==> config.mk <==
export PLATFORM = sky130hd
export DESIGN_NAME = acs_sequencer
export DESIGN_NICKNAME = d
export VERILOG_FILES = /design/src/acs_pkg.sv /design/src/acs_sequencer.sv
export SDC_FILE = /design/constraint.sdc
export NUM_CORES = 1
export LEC_CHECK = 0
export BUFFER_PORTS_ARGS = -buffer_cell sky130_fd_sc_hd__buf_2
export CAP_MARGIN = 20
export CORE_MARGIN = 2
export CORE_UTILIZATION = 54
export CTS_BUF_LIST = sky130_fd_sc_hd__clkbuf_8
export CTS_CLUSTER_DIAMETER = 60
export DETAILED_ROUTE_END_ITERATION = 6
export GPL_TIMING_DRIVEN = 0
export PLACE_DENSITY = 0.79
export SLEW_MARGIN = 40
export SYNTH_ARGS = -nofsm -noshare
export SYNTH_HDL_FRONTEND = slang
export SYNTH_SLANG_ARGS = --single-unit
==> constraint.sdc <==
create_clock -name clk -period 2.7 [get_ports clk]
set_clock_uncertainty 0.1 [all_clocks]
set_input_delay 0 -clock clk [delete_from_list [all_inputs] [get_ports clk]]
set_output_delay 0 -clock clk [all_outputs]
set_load 0.02 [all_outputs]
==> src/acs_pkg.sv <==
// package: register map, field layout and timing for the converter sequencer
// Summary of operation
// priority register bit 6 selects low (0) or high (1) converter interrupt priority
// software sets pin, reference, clock, enable, then channel before starting
// setting the start control begins a conversion on the selected channel
// completion sets the done flag; interrupt if enabled; flag stays until cleared
// each conversion leaves a 12-bit result for software in two registers
// repeat conversions need only start, wait, read; configuration is retained
// interrupt request persists while done flag set; software clears it
// software should clear the done flag before enabling the interrupt
// converter clock comes from the fixed internal fast oscillator, not system clock
// high register holds result bits 11..4, low register top nibble bits 3..0
// interrupt enable bit 6 blocks the completion interrupt at 0, permits at 1; code also raises irq at completion when mask bit 6 is 1
// a start while converting is ignored; the running conversion completes unchanged
package acs_pkg;
   localparam logic [7:0] ADDR_IRQ_ENABLE = 8'hA8;
   localparam logic [7:0] ADDR_PRIORITY = 8'hB8;
   localparam logic [7:0] ADDR_CONTROL = 8'hAA;
   localparam logic [7:0] ADDR_CLOCK_CFG = 8'hA9;
   localparam logic [7:0] ADDR_PIN_CFG0 = 8'hAB;
   localparam logic [7:0] ADDR_PIN_CFG1 = 8'hAC;
   localparam logic [7:0] ADDR_REF_CFG = 8'hAD;
   localparam logic [7:0] ADDR_RESULT_LOW = 8'hAE;
   localparam logic [7:0] ADDR_RESULT_HIGH = 8'hAF;
   localparam logic [7:0] ADDR_IRQ_STATUS = 8'hB0;
   localparam logic [7:0] ADDR_IRQ_MASK = 8'hB1;
   localparam int BIT_CONV_IRQ = 6;
   localparam int BIT_START = 6;
   localparam int BIT_DONE = 4;
   localparam int BIT_ENABLE = 7;
   localparam logic [7:0] PRIORITY_MASK = 8'h6F;
   localparam logic [7:0] IRQ_ENABLE_MASK = 8'hEF;
   localparam logic [7:0] CONTROL_W_MASK = 8'h8F;
   localparam logic [7:0] CLOCK_CFG_MASK = 8'h07;
   localparam logic [7:0] PIN_CFG1_MASK = 8'h03;
   localparam logic [7:0] REF_CFG_MASK = 8'h01;
   localparam logic [7:0] BYTE_ZERO = 8'h00;
   localparam logic [3:0] NIBBLE_ZERO = 4'h0;
   localparam logic [11:0] RESULT_ZERO = 12'h000;
   // conversion length in converter clocks
   localparam logic [4:0] CONV_CLOCKS = 5'h10;
   // divider of the internal fast oscillator, one entry per clock select code
   localparam logic [5:0] DIV_TABLE [8] = '{6'h20, 6'h18, 6'h10, 6'h0C,
                                          6'h08, 6'h06, 6'h04, 6'h03};
   typedef struct packed {
      logic [7:0] addr;
      logic [7:0] wdata;
      logic wr;
      logic rd;
   } acs_bus_t;
   typedef enum logic [1:0] {
      ACS_IDLE = 2'b00,
      ACS_CONVERT = 2'b01
   } acs_state_t;
endpackage

==> src/acs_sequencer.sv <==
// module: converter conversion sequencer with register port and interrupt
//
// Design decision made here: strobed register access.
`timescale 1ns/1ps
`default_nettype none
module acs_sequencer
(
   input wire logic clk,
   input wire logic reset,
   input wire logic osc_tick,
   input wire acs_pkg::acs_bus_t bus,
   output logic [7:0] rdata,
   input wire logic [11:0] core_result,
   output logic core_sample,
   output logic [3:0] input_channel_select,
   output logic [2:0] conv_clock_select,
   output logic [9:0] analog_input_pin,
   output logic ref_select,
   output logic conv_enable,
   output logic converter_priority_select,
   output logic irq
);
   logic [7:0] priority_reg;
   logic [7:0] irq_enable;
   logic [7:0] irq_status;
   logic [7:0] irq_mask;
   logic [7:0] control;
   logic [7:0] pin_cfg0;
   logic [1:0] pin_cfg1;
   logic [11:0] result;
   logic conversion_done_flag;
   logic [5:0] div_count;
   logic [4:0] clk_count;
   logic tick_meta;
   logic tick_sync;
   logic tick_prev;
   acs_pkg::acs_state_t state;
   acs_pkg::acs_state_t next_state;

   ////////////////////////////////////////////////////////////////////
   // decode
   wire wr_irq_en = bus.wr && bus.addr == acs_pkg::ADDR_IRQ_ENABLE;
   wire wr_prio = bus.wr && bus.addr == acs_pkg::ADDR_PRIORITY;
   wire wr_ctrl = bus.wr && bus.addr == acs_pkg::ADDR_CONTROL;
   wire wr_clk = bus.wr && bus.addr == acs_pkg::ADDR_CLOCK_CFG;
   wire wr_pin0 = bus.wr && bus.addr == acs_pkg::ADDR_PIN_CFG0;
   wire wr_pin1 = bus.wr && bus.addr == acs_pkg::ADDR_PIN_CFG1;
   wire wr_ref = bus.wr && bus.addr == acs_pkg::ADDR_REF_CFG;
   wire wr_stat = bus.wr && bus.addr == acs_pkg::ADDR_IRQ_STATUS;
   wire wr_mask = bus.wr && bus.addr == acs_pkg::ADDR_IRQ_MASK;
   wire wr_rlow = bus.wr && bus.addr == acs_pkg::ADDR_RESULT_LOW;
   wire wr_rhigh = bus.wr && bus.addr == acs_pkg::ADDR_RESULT_HIGH;
   // start only honoured in idle with converter enabled
   wire start_req = wr_ctrl && bus.wdata[acs_pkg::BIT_START];
   wire start_ok = start_req && state == acs_pkg::ACS_IDLE
                   && control[acs_pkg::BIT_ENABLE];
   // converter clock paced by the internal oscillator tick, not the bus clock
   wire osc_edge = tick_sync && !tick_prev;
   wire [5:0] div_limit = acs_pkg::DIV_TABLE[conv_clock_select];
   wire conv_clock = osc_edge && div_count == div_limit - 6'h01;
   wire conv_end = state == acs_pkg::ACS_CONVERT && conv_clock
                   && clk_count == acs_pkg::CONV_CLOCKS - 5'h01;
   // hardware set beats software clear of the same cycle
   wire done_clear = wr_ctrl && !bus.wdata[acs_pkg::BIT_DONE];
   wire next_done = conv_end || (conversion_done_flag && !done_clear);
   logic [7:0] stat_set;
   wire [7:0] next_status = stat_set | (irq_status & ~(wr_stat ? bus.wdata : acs_pkg::BYTE_ZERO));
   // request held while flag set and enable bit on
   wire conv_irq_req = conversion_done_flag && irq_enable[acs_pkg::BIT_CONV_IRQ];
   wire next_irq = conv_irq_req || |(irq_status & irq_mask);
   wire [7:0] ctrl_rd = {control[7], state == acs_pkg::ACS_CONVERT, 1'b0,
                         conversion_done_flag, control[3:0]};
   wire [7:0] rd_mux =
      bus.addr == acs_pkg::ADDR_IRQ_ENABLE ? irq_enable :
      bus.addr == acs_pkg::ADDR_PRIORITY ? priority_reg :
      bus.addr == acs_pkg::ADDR_CONTROL ? ctrl_rd :
      bus.addr == acs_pkg::ADDR_CLOCK_CFG ? {5'h00, conv_clock_select} :
      bus.addr == acs_pkg::ADDR_PIN_CFG0 ? pin_cfg0 :
      bus.addr == acs_pkg::ADDR_PIN_CFG1 ? {6'h00, pin_cfg1} :
      bus.addr == acs_pkg::ADDR_REF_CFG ? {7'h00, ref_select} :
      bus.addr == acs_pkg::ADDR_RESULT_LOW ? {result[3:0], acs_pkg::NIBBLE_ZERO} :
      bus.addr == acs_pkg::ADDR_RESULT_HIGH ? result[11:4] :
      bus.addr == acs_pkg::ADDR_IRQ_STATUS ? irq_status :
      bus.addr == acs_pkg::ADDR_IRQ_MASK ? irq_mask : acs_pkg::BYTE_ZERO;

   always_comb
   begin
      next_state = state;
      case (state)
         acs_pkg::ACS_IDLE: if (start_ok) next_state = acs_pkg::ACS_CONVERT;
         acs_pkg::ACS_CONVERT: if (conv_end) next_state = acs_pkg::ACS_IDLE;
         default: next_state = acs_pkg::ACS_IDLE;
      endcase
   end

   // status layout: only the conversion-end event is wired, other bits stay zero
   always_comb
   begin
      stat_set = acs_pkg::BYTE_ZERO;
      stat_set[acs_pkg::BIT_CONV_IRQ] = conv_end;
   end

   ////////////////////////////////////////////////////////////////////
   // oscillator tick crossing
   always_ff @(posedge clk)
   begin
      tick_meta <= osc_tick;
      tick_sync <= tick_meta;
      tick_prev <= tick_sync;
   end

   always_ff @(posedge clk)
   begin
      if (reset)
      begin
         state <= acs_pkg::ACS_IDLE;
         div_count <= 6'h00;
         clk_count <= 5'h00;
      end
      else
      begin
         state <= next_state;
         if (start_ok || conv_clock)
            div_count <= 6'h00;
         else if (osc_edge)
            div_count <= div_count + 6'h01;
         if (start_ok)
            clk_count <= 5'h00;
         else if (conv_clock)
            clk_count <= clk_count + 5'h01;
      end
   end

   ////////////////////////////////////////////////////////////////////
   // configuration registers
   // configuration kept across conversions; only writes alter it
   always_ff @(posedge clk)
   begin
      if (reset)
      begin
         priority_reg <= acs_pkg::BYTE_ZERO;
         irq_enable <= acs_pkg::BYTE_ZERO;
         irq_mask <= acs_pkg::BYTE_ZERO;
      end
      else
      begin
         if (wr_prio) priority_reg <= bus.wdata & acs_pkg::PRIORITY_MASK;
         if (wr_irq_en) irq_enable <= bus.wdata & acs_pkg::IRQ_ENABLE_MASK;
         if (wr_mask) irq_mask <= bus.wdata;
      end
   end

   // channel frozen while converting; enable must already be set before a start
   always_ff @(posedge clk)
   begin
      if (reset)
         control <= acs_pkg::BYTE_ZERO;
      else if (wr_ctrl && state == acs_pkg::ACS_IDLE)
         control <= bus.wdata & acs_pkg::CONTROL_W_MASK;
   end

   always_ff @(posedge clk)
   begin
      if (reset)
      begin
         conv_clock_select <= 3'h0;
         pin_cfg0 <= acs_pkg::BYTE_ZERO;
         pin_cfg1 <= 2'h0;
         ref_select <= 1'b0;
      end
      else
      begin
         if (wr_clk) conv_clock_select <= bus.wdata[2:0] & acs_pkg::CLOCK_CFG_MASK[2:0];
         if (wr_pin0) pin_cfg0 <= bus.wdata;
         if (wr_pin1) pin_cfg1 <= bus.wdata[1:0] & acs_pkg::PIN_CFG1_MASK[1:0];
         if (wr_ref) ref_select <= bus.wdata[0] & acs_pkg::REF_CFG_MASK[0];
      end
   end

   ////////////////////////////////////////////////////////////////////
   // result, flags and interrupt
   // core value taken only at the end edge; in between software may overwrite it
   always_ff @(posedge clk)
   begin
      if (reset)
         result <= acs_pkg::RESULT_ZERO;
      else if (conv_end)
         result <= core_result;
      else if (wr_rhigh)
         result[11:4] <= bus.wdata;
      else if (wr_rlow)
         result[3:0] <= bus.wdata[7:4];
   end

   always_ff @(posedge clk)
   begin
      if (reset)
      begin
         conversion_done_flag <= 1'b0;
         irq_status <= acs_pkg::BYTE_ZERO;
         irq <= 1'b0;
      end
      else
      begin
         conversion_done_flag <= next_done;
         irq_status <= next_status;
         irq <= next_irq;
      end
   end

   // read data only in the cycle after a read, zero otherwise
   always_ff @(posedge clk)
   begin
      if (reset)
      begin
         rdata <= acs_pkg::BYTE_ZERO;
         core_sample <= 1'b0;
      end
      else
      begin
         rdata <= bus.rd ? rd_mux : acs_pkg::BYTE_ZERO;
         core_sample <= next_state == acs_pkg::ACS_CONVERT;
      end
   end

   assign input_channel_select = control[3:0];
   assign conv_enable = control[acs_pkg::BIT_ENABLE];
   assign analog_input_pin = {pin_cfg1, pin_cfg0};
   assign converter_priority_select = priority_reg[acs_pkg::BIT_CONV_IRQ];
endmodule
`default_nettype wire

# --- Word level (Yosys, flattened, before mapping) ---
# Memory sizes are Yosys's and may differ from the RTL's.
# Index checks and enable logic that the tools add are counted.
totals:
  reg_bits: 87
  latch_bits: 0
  ram_bits: 0
  rom_bits: 48
  inputBits: 33
  output_inout_bits: 30
  word_cells: 107
  n_memories: 1
op_classes:
  add_sub_neg: 3
  multipliers: 0
  n_div: 0
  magnitude_cmp: 1
  n_eq_ne: 16
  shift: 0
  muxes: 21
  n_bitwise: 6
  n_reduce_logical: 37
memory_table:
  columns: ["memory", "depth", "width", "rd", "rd_ports_with_merged_regs", "write_ports", "line_no", "source"]
  rows:
  - ["(no name shown)", 8, 6, 1, 0, 0, "acs_sequencer.sv:59", "wire [5:0] div_limit = acs_pkg::DIV_TABLE[conv_clock_select];"]
ops:
  columns: ["op", "n"]
  rows:
  - ["2-to-1 mux 8 bit", 13]
  - ["equality test 8 bit, second input constant", 11]
  - ["logical AND 1 bit", 22]
  - ["AND 8 bit", 2]
  - ["2-to-1 mux 12 bit", 1]
  - ["2-to-1 mux 6 bit", 2]
  - ["2-to-1 mux 4 bit", 2]
  - ["NOT 8 bit", 1]
  - ["OR 7 x 8 -> 8 bit", 1]
  - ["OR reduction 8 bit", 1]
  - ["adder 6 x 1 -> 6 bit, second input constant", 1]
  - ["equality test 6 bit", 1]
  - ["OR reduction 2 bit", 3]
  - ["subtractor 6 x 1 -> 6 bit, second input constant", 1]
  - ["adder 5 x 1 -> 5 bit, second input constant", 1]
  - ["equality test 5 x 4 -> 1 bit, second input constant", 1]
  - ["equality test 2 x 1 -> 1 bit, second input constant", 2]
  - [">= comparator 4 bit, second input constant", 1]
  - ["2-to-1 mux 2 bit", 2]
  - ["NOT 3 -> 4 bit", 1]
  - ["one-hot mux 2 bit (2 select lines)", 1]
  - ["nonzero test 2 bit", 2]
  - ["OR reduction 4 bit", 1]
  - ["zero test 1 bit", 3]
  - ["other kinds (5)", 7]

# --- Longest topological paths before layout ---
logic_depth:
  word_depth: 12
  mapped_depth: 10
  depth_no_buf: 8

# --- Worst setup path after synthesis ---
# OpenSTA, ideal clock, no wires.
synth_path:
  kind: "register -> register"
  startpoint: "register conv_clock_select[1]"
  endpoint: "register result[0]"
  setup_ps: 121
  t_arrival_ps: 2819
  required_ps: 2479
  setup_slack_ps: -340
  path_stages_with_launch: 11
  n_path_buf: 2
  synth_period_minus_slack_ps: 3040
  path_cell_list: "dfxtp_1 ha_1 nand2_1 ha_1 xor2_1 xnor2_1 or4_1 buf_2 nor4_4 buf_6 mux2_2"
synth_between:
  elab_chain_len: 11
  elab_cells_between_ends: 13
  classes_between: "add/sub (1); eq/ne (2); mux (3); bitwise (1); reduce/logical (5); memory (1)"
synth_rtl:
  columns: ["item", "line_no", "source"]
  rows:
  - ["from (decl)", "acs_sequencer.sv:16", "output logic [2:0] conv_clock_select,"]
  - ["from (signal assigned)", "acs_sequencer.sv:173", "if (wr_clk) conv_clock_select <= bus.wdata[2:0] & acs_pkg::CLOCK_CFG_MASK[2:0];"]
  - ["NOT 3 -> 4 bit (implied by the code) (*)", "acs_sequencer.sv:59", null]
  - ["memory (8 x 6 bit) (*)", null, null]
  - ["2-to-1 mux 6 bit (implied by the code) (*) (2 in series)", "acs_sequencer.sv:59", null]
  - ["subtractor 6 x 1 -> 6 bit (*)", "acs_sequencer.sv:60", "wire conv_clock = osc_edge && div_count == div_limit - 6'h01;"]
  - ["equality test 6 bit (*)", "acs_sequencer.sv:60", null]
  - ["logical AND 1 bit (*)", "acs_sequencer.sv:60", null]
  - ["logical AND 1 bit (*)", "acs_sequencer.sv:61", "wire conv_end = state == acs_pkg::ACS_CONVERT && conv_clock"]
  - ["logical AND 1 bit (*)", "acs_sequencer.sv:62", "&& clk_count == acs_pkg::CONV_CLOCKS - 5'h01;"]
  - ["inequality test 2 x 1 -> 1 bit (no line) / nonzero test 2 bit (equally long branches)", null, null]
  - ["AND reduction 2 bit (no line)", null, null]
  - ["to (signal assigned)", "acs_sequencer.sv:186", "result <= acs_pkg::RESULT_ZERO;"]
  - ["to (signal assigned)", "acs_sequencer.sv:188", "result <= core_result;"]
  - ["to (signal assigned)", "acs_sequencer.sv:192", "result[3:0] <= bus.wdata[7:4];"]
  - ["to (decl)", "acs_sequencer.sv:30", "logic [11:0] result;"]
# Every way passes the cells marked *; elsewhere a longest branch is shown, timed or not. The select of a mux whose other input is x is not followed.
# A chain may end at the register's enable or synchronous reset.

# --- Worst setup path in the final report ---
layout_path:
  startpoint: "register conv_clock_select[0]"
  endpoint: "register result[11]"
layout_between:
  elab_chain_len: 10
  elab_cells_between_ends: 11
  classes_between: "add/sub (1); eq/ne (1); mux (3); bitwise (1); reduce/logical (4); memory (1)"
layout_rtl:
  columns: ["item", "line_no", "source"]
  rows:
  - ["NOT 3 -> 4 bit (implied by the code) (*)", "acs_sequencer.sv:59", null]
  - ["memory (8 x 6 bit) (*)", null, null]
  - ["2-to-1 mux 6 bit (implied by the code) (*) (2 in series)", "acs_sequencer.sv:59", null]
  - ["subtractor 6 x 1 -> 6 bit (*)", "acs_sequencer.sv:60", null]
  - ["equality test 6 bit (*)", "acs_sequencer.sv:60", null]
  - ["logical AND 1 bit (*)", "acs_sequencer.sv:60", null]
  - ["logical AND 1 bit (*)", "acs_sequencer.sv:61", null]
  - ["logical AND 1 bit (*)", "acs_sequencer.sv:62", null]
  - ["2-to-1 mux 12 bit / nonzero test 2 bit (equally long branches)", null, null]
  - ["to (signal assigned)", "acs_sequencer.sv:186", null]
  - ["to (signal assigned)", "acs_sequencer.sv:188", null]
  - ["to (signal assigned)", "acs_sequencer.sv:190", "result[11:4] <= bus.wdata;"]
# Marks and branches as above.

==> impl_metrics.yaml <==
cells_and_area:
  fillerInstances: 643
  synthToLayoutAreaGrowth_pct: 25.2
  layout-drive-gt1-share_pct: 22.1
  registers.top_by_ff_count: "result"
  largest_register_ffs: 12
  antenna_diodes: 0
  finalNetCount: 651
  fin_cells: 721
clock_tree:
  clock_tree.root_cell: "sky130_fd_sc_hd__clkbuf_8"
  cts_max_path_buffers: 2
  cts_num_sinks: 87
  cts-htree-levels: 3
  clock_latency_ns: 0.36
  numCtsBuffers: 9
  worst_setup_hold_path_clk_slew_ns: 0.09
  cts_tree: "done"
drt:
  drtIter0Drc: 347
  avg_vias_per_cell: 5.96
  routed_wire_length_per_instance_um: 18.9
  detail_route.drc_violations: 0
  wl_um: 13600
  vias: 4297
  drt_pre_antenna_iters: 7
  drt.antenna.violating_nets: 0
grt:
  grt-ovfl-total: 0
  grt_pass1_wl_um: 20700
  gr-usage-met2_pct: 50.2
  global_route.usage.met1_pct: 39.2
  use_met3_pct: 5.53
  global_route.peak_usage_layer: "met2"
  number_of_global_route_vias_before_repair: 4116
  largest_net_degree_at_the_start_of_global_routing: 15
  groute.usage.overall_pct: 30.2
  antenna_violations_before_repair: 0
die:
  floorplan.die.height_um: 95.1
  boundaryPins: 63
  initial_utilization_pct: 55.1
  core_mm2: 0.00813
  die_width_um: 95.1
  floorplan.rows: 33
  floorplan.die_area_mm2: 0.00904
timing:
  slew_headroom_pct: 45.0
  hold_ws_ns: 0.0300
  timing.final.hold_violations: 0
  finalSetupViolations: 0
  tightestPinTransition_ns: 0.818
  fmax_ghz: 0.377
  unrepaired_setup_endpoints_after_global_routing: "yes"
  final-max-slew-violation-count: 0
  period_share_pct: 98.2
  final.min_clock_period_ns: 2.65
worst_setup_path:
  critical_path_peak_fanout: 5
  setup.worst_path.end_class: "flop"
  startpoint_of_the_worst_register_to_register_path: "conv_clock_select[0]"
  cp.required_ns: 2.85
  max_stage_delay_ns: 0.57
  critical_path.startpoint_type: "flop"
  timing_worst_setup_path_type: "flop to flop"
  critPathSlowestCell: "sky130_fd_sc_hd__or4_4"
  path_common_cell: "sky130_fd_sc_hd__ha_4"
  critical_path.reg2reg.endpoint: "result[11]"
  rr_worst_depth: 9
  cp_data_arrival_time_ns: 2.80
  critical_path.cell_chain: "ha_4 -> nand2_4 -> ha_4 -> xor2_1 -> nand2_1 -> or4_4 -> nor4_4 -> buf_4 -> mux2_2"
  r2r_slack_ns: 0.05
synth:
  synth-async-reset-ratio_pct: 0
  synth-edff-count: 0
  part_of_the_yosys_area_used_for_sequential_elements_pct: 38.9
  syn-instance-count: 511
  postSynthAreaPerCell_um2: 8.77
  yosys.cell_types.count: 67
  mappedNetlistNets: 551
  ys_dominant_reg_cell: "sky130_fd_sc_hd__dfxtp_1"
  yosysWarnings: 0
  postSynthRegisterBits: 87
  syn_area_mm2: 0.00448
placement:
  dp_hpwl_um: 9350
  i_o_buffers: 54
  dpl.cell_count: 670
  final_wtd_congestion: 0.956
power_and_ir_drop:
  total_leakage_power_nw: 2.26
  worst_case_vdd_ir_drop_mv: 0.273
  power_per_cell_area_mw_per_mm2: 437
min_path:
  hold_class: "input pin to flop"
  min_delay_worst_endpoint: "pin_cfg0[2]"
  hp-start: "bus[4]"
  min_delay_path_depth: 3
status:
  status: "completed"
run:
  cap_viol_max_count: 0
==> layout by cell type, fill, tap and decap left out, types with 13 or more instances in the layout <==
master	netlist	routed
sky130_fd_sc_hd__dfxtp_1	87	84
sky130_fd_sc_hd__nand3_1	13	13
sky130_fd_sc_hd__nor2b_1	18	18
sky130_fd_sc_hd__buf_2	3	54
sky130_fd_sc_hd__nor2_1	62	61
sky130_fd_sc_hd__nand2_1	45	43
sky130_fd_sc_hd__buf_4	0	16
sky130_fd_sc_hd__clkbuf_1	26	26
sky130_fd_sc_hd__a21oi_1	28	26
sky130_fd_sc_hd__dlygate4sd3_1	0	18
sky130_fd_sc_hd__nand2b_1	14	14
sky130_fd_sc_hd__mux2i_1	58	57
==> timing repair <==
item / 4_1_cts / 5_1_grt
buffers inserted: 13 / 4
gates resized for setup: 8 / 19
gates cloned: 1 / 0
setup endpoints to repair: 17 / 22
pin swaps: 5 / 8
hold buffers: 18 / 0
hold endpoints to repair: 33 / 0
==> critical path, delay by kind of cell (launching register included) <==
kind	cells	cell delay, ns
and+or+nand+nor	4	0.96
xor gates and xnor gates	1	0.14
buffers and inverters	1	0.22
muxes	1	0.33
adders and majority gates	2	0.40
DFF	1	0.38
==> layer usage <==
metal | vias to the layer above | part of all wire, %
met5 | - | 0
met4 | 0 | 2.2
met3 | 27 | 7.3
met2 | 211 | 48
met1 | 2045 | 42
li1 | 2014 | -
==> metrics by stage <==
step / instance area, um2 / utilization [%] / power [mW] / setup WS [ns] / setup TNS, ns
global route: 5610 / 69.0 / 2.51 / -0.0325 / -0.104
global placement: 4960 / 60.9 / 1.48 / -0.179 / -1.49
finish: 5610 / 69.0 / 2.45 / 0.0483 / 0
floorplan: 4560 / - / 1.42 / -0.0183 / -0.146
detailed placement: 4960 / 61.0 / 1.49 / -0.206 / -1.84
CTS: 5460 / 67.2 / 2.43 / -0.00619 / -0.0124
==> cells by family after synthesis <==
kind of cell | count (synthesis) | synth area share (%)
AOI/OAI and AO/OA | 88 | 13.3
xor gates and xnor gates | 14 | 2.74
adders and majority gates | 7 | 1.95
buffers and inverters | 42 | 3.91
DFF | 87 | 38.9
muxes | 72 | 16.5
other | 1 | 0.0837
and+or+nand+nor | 200 | 22.6
==> cells in the mapped netlist, types with 3 or more instances <==
| library cell | count | area [um2] |
|---|---|---|
| sky130_fd_sc_hd__nor2_1 | 62 | 233 |
| sky130_fd_sc_hd__ha_1 | 7 | 87.6 |
| sky130_fd_sc_hd__nand4_1 | 8 | 50.1 |
| sky130_fd_sc_hd__buf_1 | 3 | 11.3 |
| sky130_fd_sc_hd__o22ai_1 | 5 | 31.3 |
| sky130_fd_sc_hd__a21oi_1 | 28 | 140 |
| sky130_fd_sc_hd__nand3_1 | 13 | 65.1 |
| sky130_fd_sc_hd__nand2b_1 | 14 | 87.6 |
| sky130_fd_sc_hd__a31oi_1 | 5 | 31.3 |
| sky130_fd_sc_hd__mux2_2 | 14 | 158 |
| sky130_fd_sc_hd__dfxtp_1 | 87 | 1740 |
| sky130_fd_sc_hd__nand2_1 | 45 | 169 |
| sky130_fd_sc_hd__xnor2_1 | 6 | 52.6 |
| sky130_fd_sc_hd__and3_1 | 5 | 31.3 |
| sky130_fd_sc_hd__o21ai_0 | 10 | 50.1 |
| sky130_fd_sc_hd__a311oi_1 | 3 | 26.3 |
| sky130_fd_sc_hd__buf_2 | 3 | 15.0 |
| sky130_fd_sc_hd__nor4_1 | 4 | 25.0 |
| sky130_fd_sc_hd__xor2_1 | 8 | 70.1 |
| sky130_fd_sc_hd__nor3_1 | 11 | 55.1 |
| sky130_fd_sc_hd__clkbuf_1 | 26 | 97.6 |
| sky130_fd_sc_hd__a21o_1 | 4 | 30.0 |
| sky130_fd_sc_hd__mux2i_1 | 58 | 581 |
| sky130_fd_sc_hd__nor2b_1 | 18 | 113 |
| sky130_fd_sc_hd__nand4b_1 | 3 | 26.3 |
| sky130_fd_sc_hd__inv_1 | 7 | 26.3 |
==> cell type report <==
type | instances | area (um2) | area share [%]
clock buffers | 11 | 151 | 2.70
clock inverters | 5 | 57.6 | 1.03
inverters | 8 | 32.5 | 0.580
multi-input cells | 382 | 2730 | 48.6
plain buffers | 33 | 156 | 2.79
flip-flops and latches | 87 | 1750 | 31.3
repair buffers | 90 | 602 | 10.7
well taps | 105 | 131 | 2.34
==> how the worst max path moves through the flow <==
stage	cells after the start	to	startpoint	slack, ns
after detailed placement	10	result[9]	conv_clock_select[1]	-0.21
after global placement	10	result[9]	conv_clock_select[1]	-0.18
after CTS	9	result[11]	conv_clock_select[0]	-0.006
final	9	result[11]	conv_clock_select[0]	0.05
after global routing	10	core_sample	conv_clock_select[1]	-0.03
after floorplan	10	result[0]	conv_clock_select[1]	-0.02
==> where the power goes <==
| part | switching [mW] | internal [mW] |
|---|---|---|
| combinational | 0.126 | 0.0719 |
| sequential | 0.00521 | 1.29 |
| clock | 0.488 | 0.477 |
Power figures use the tool's default switching activity.
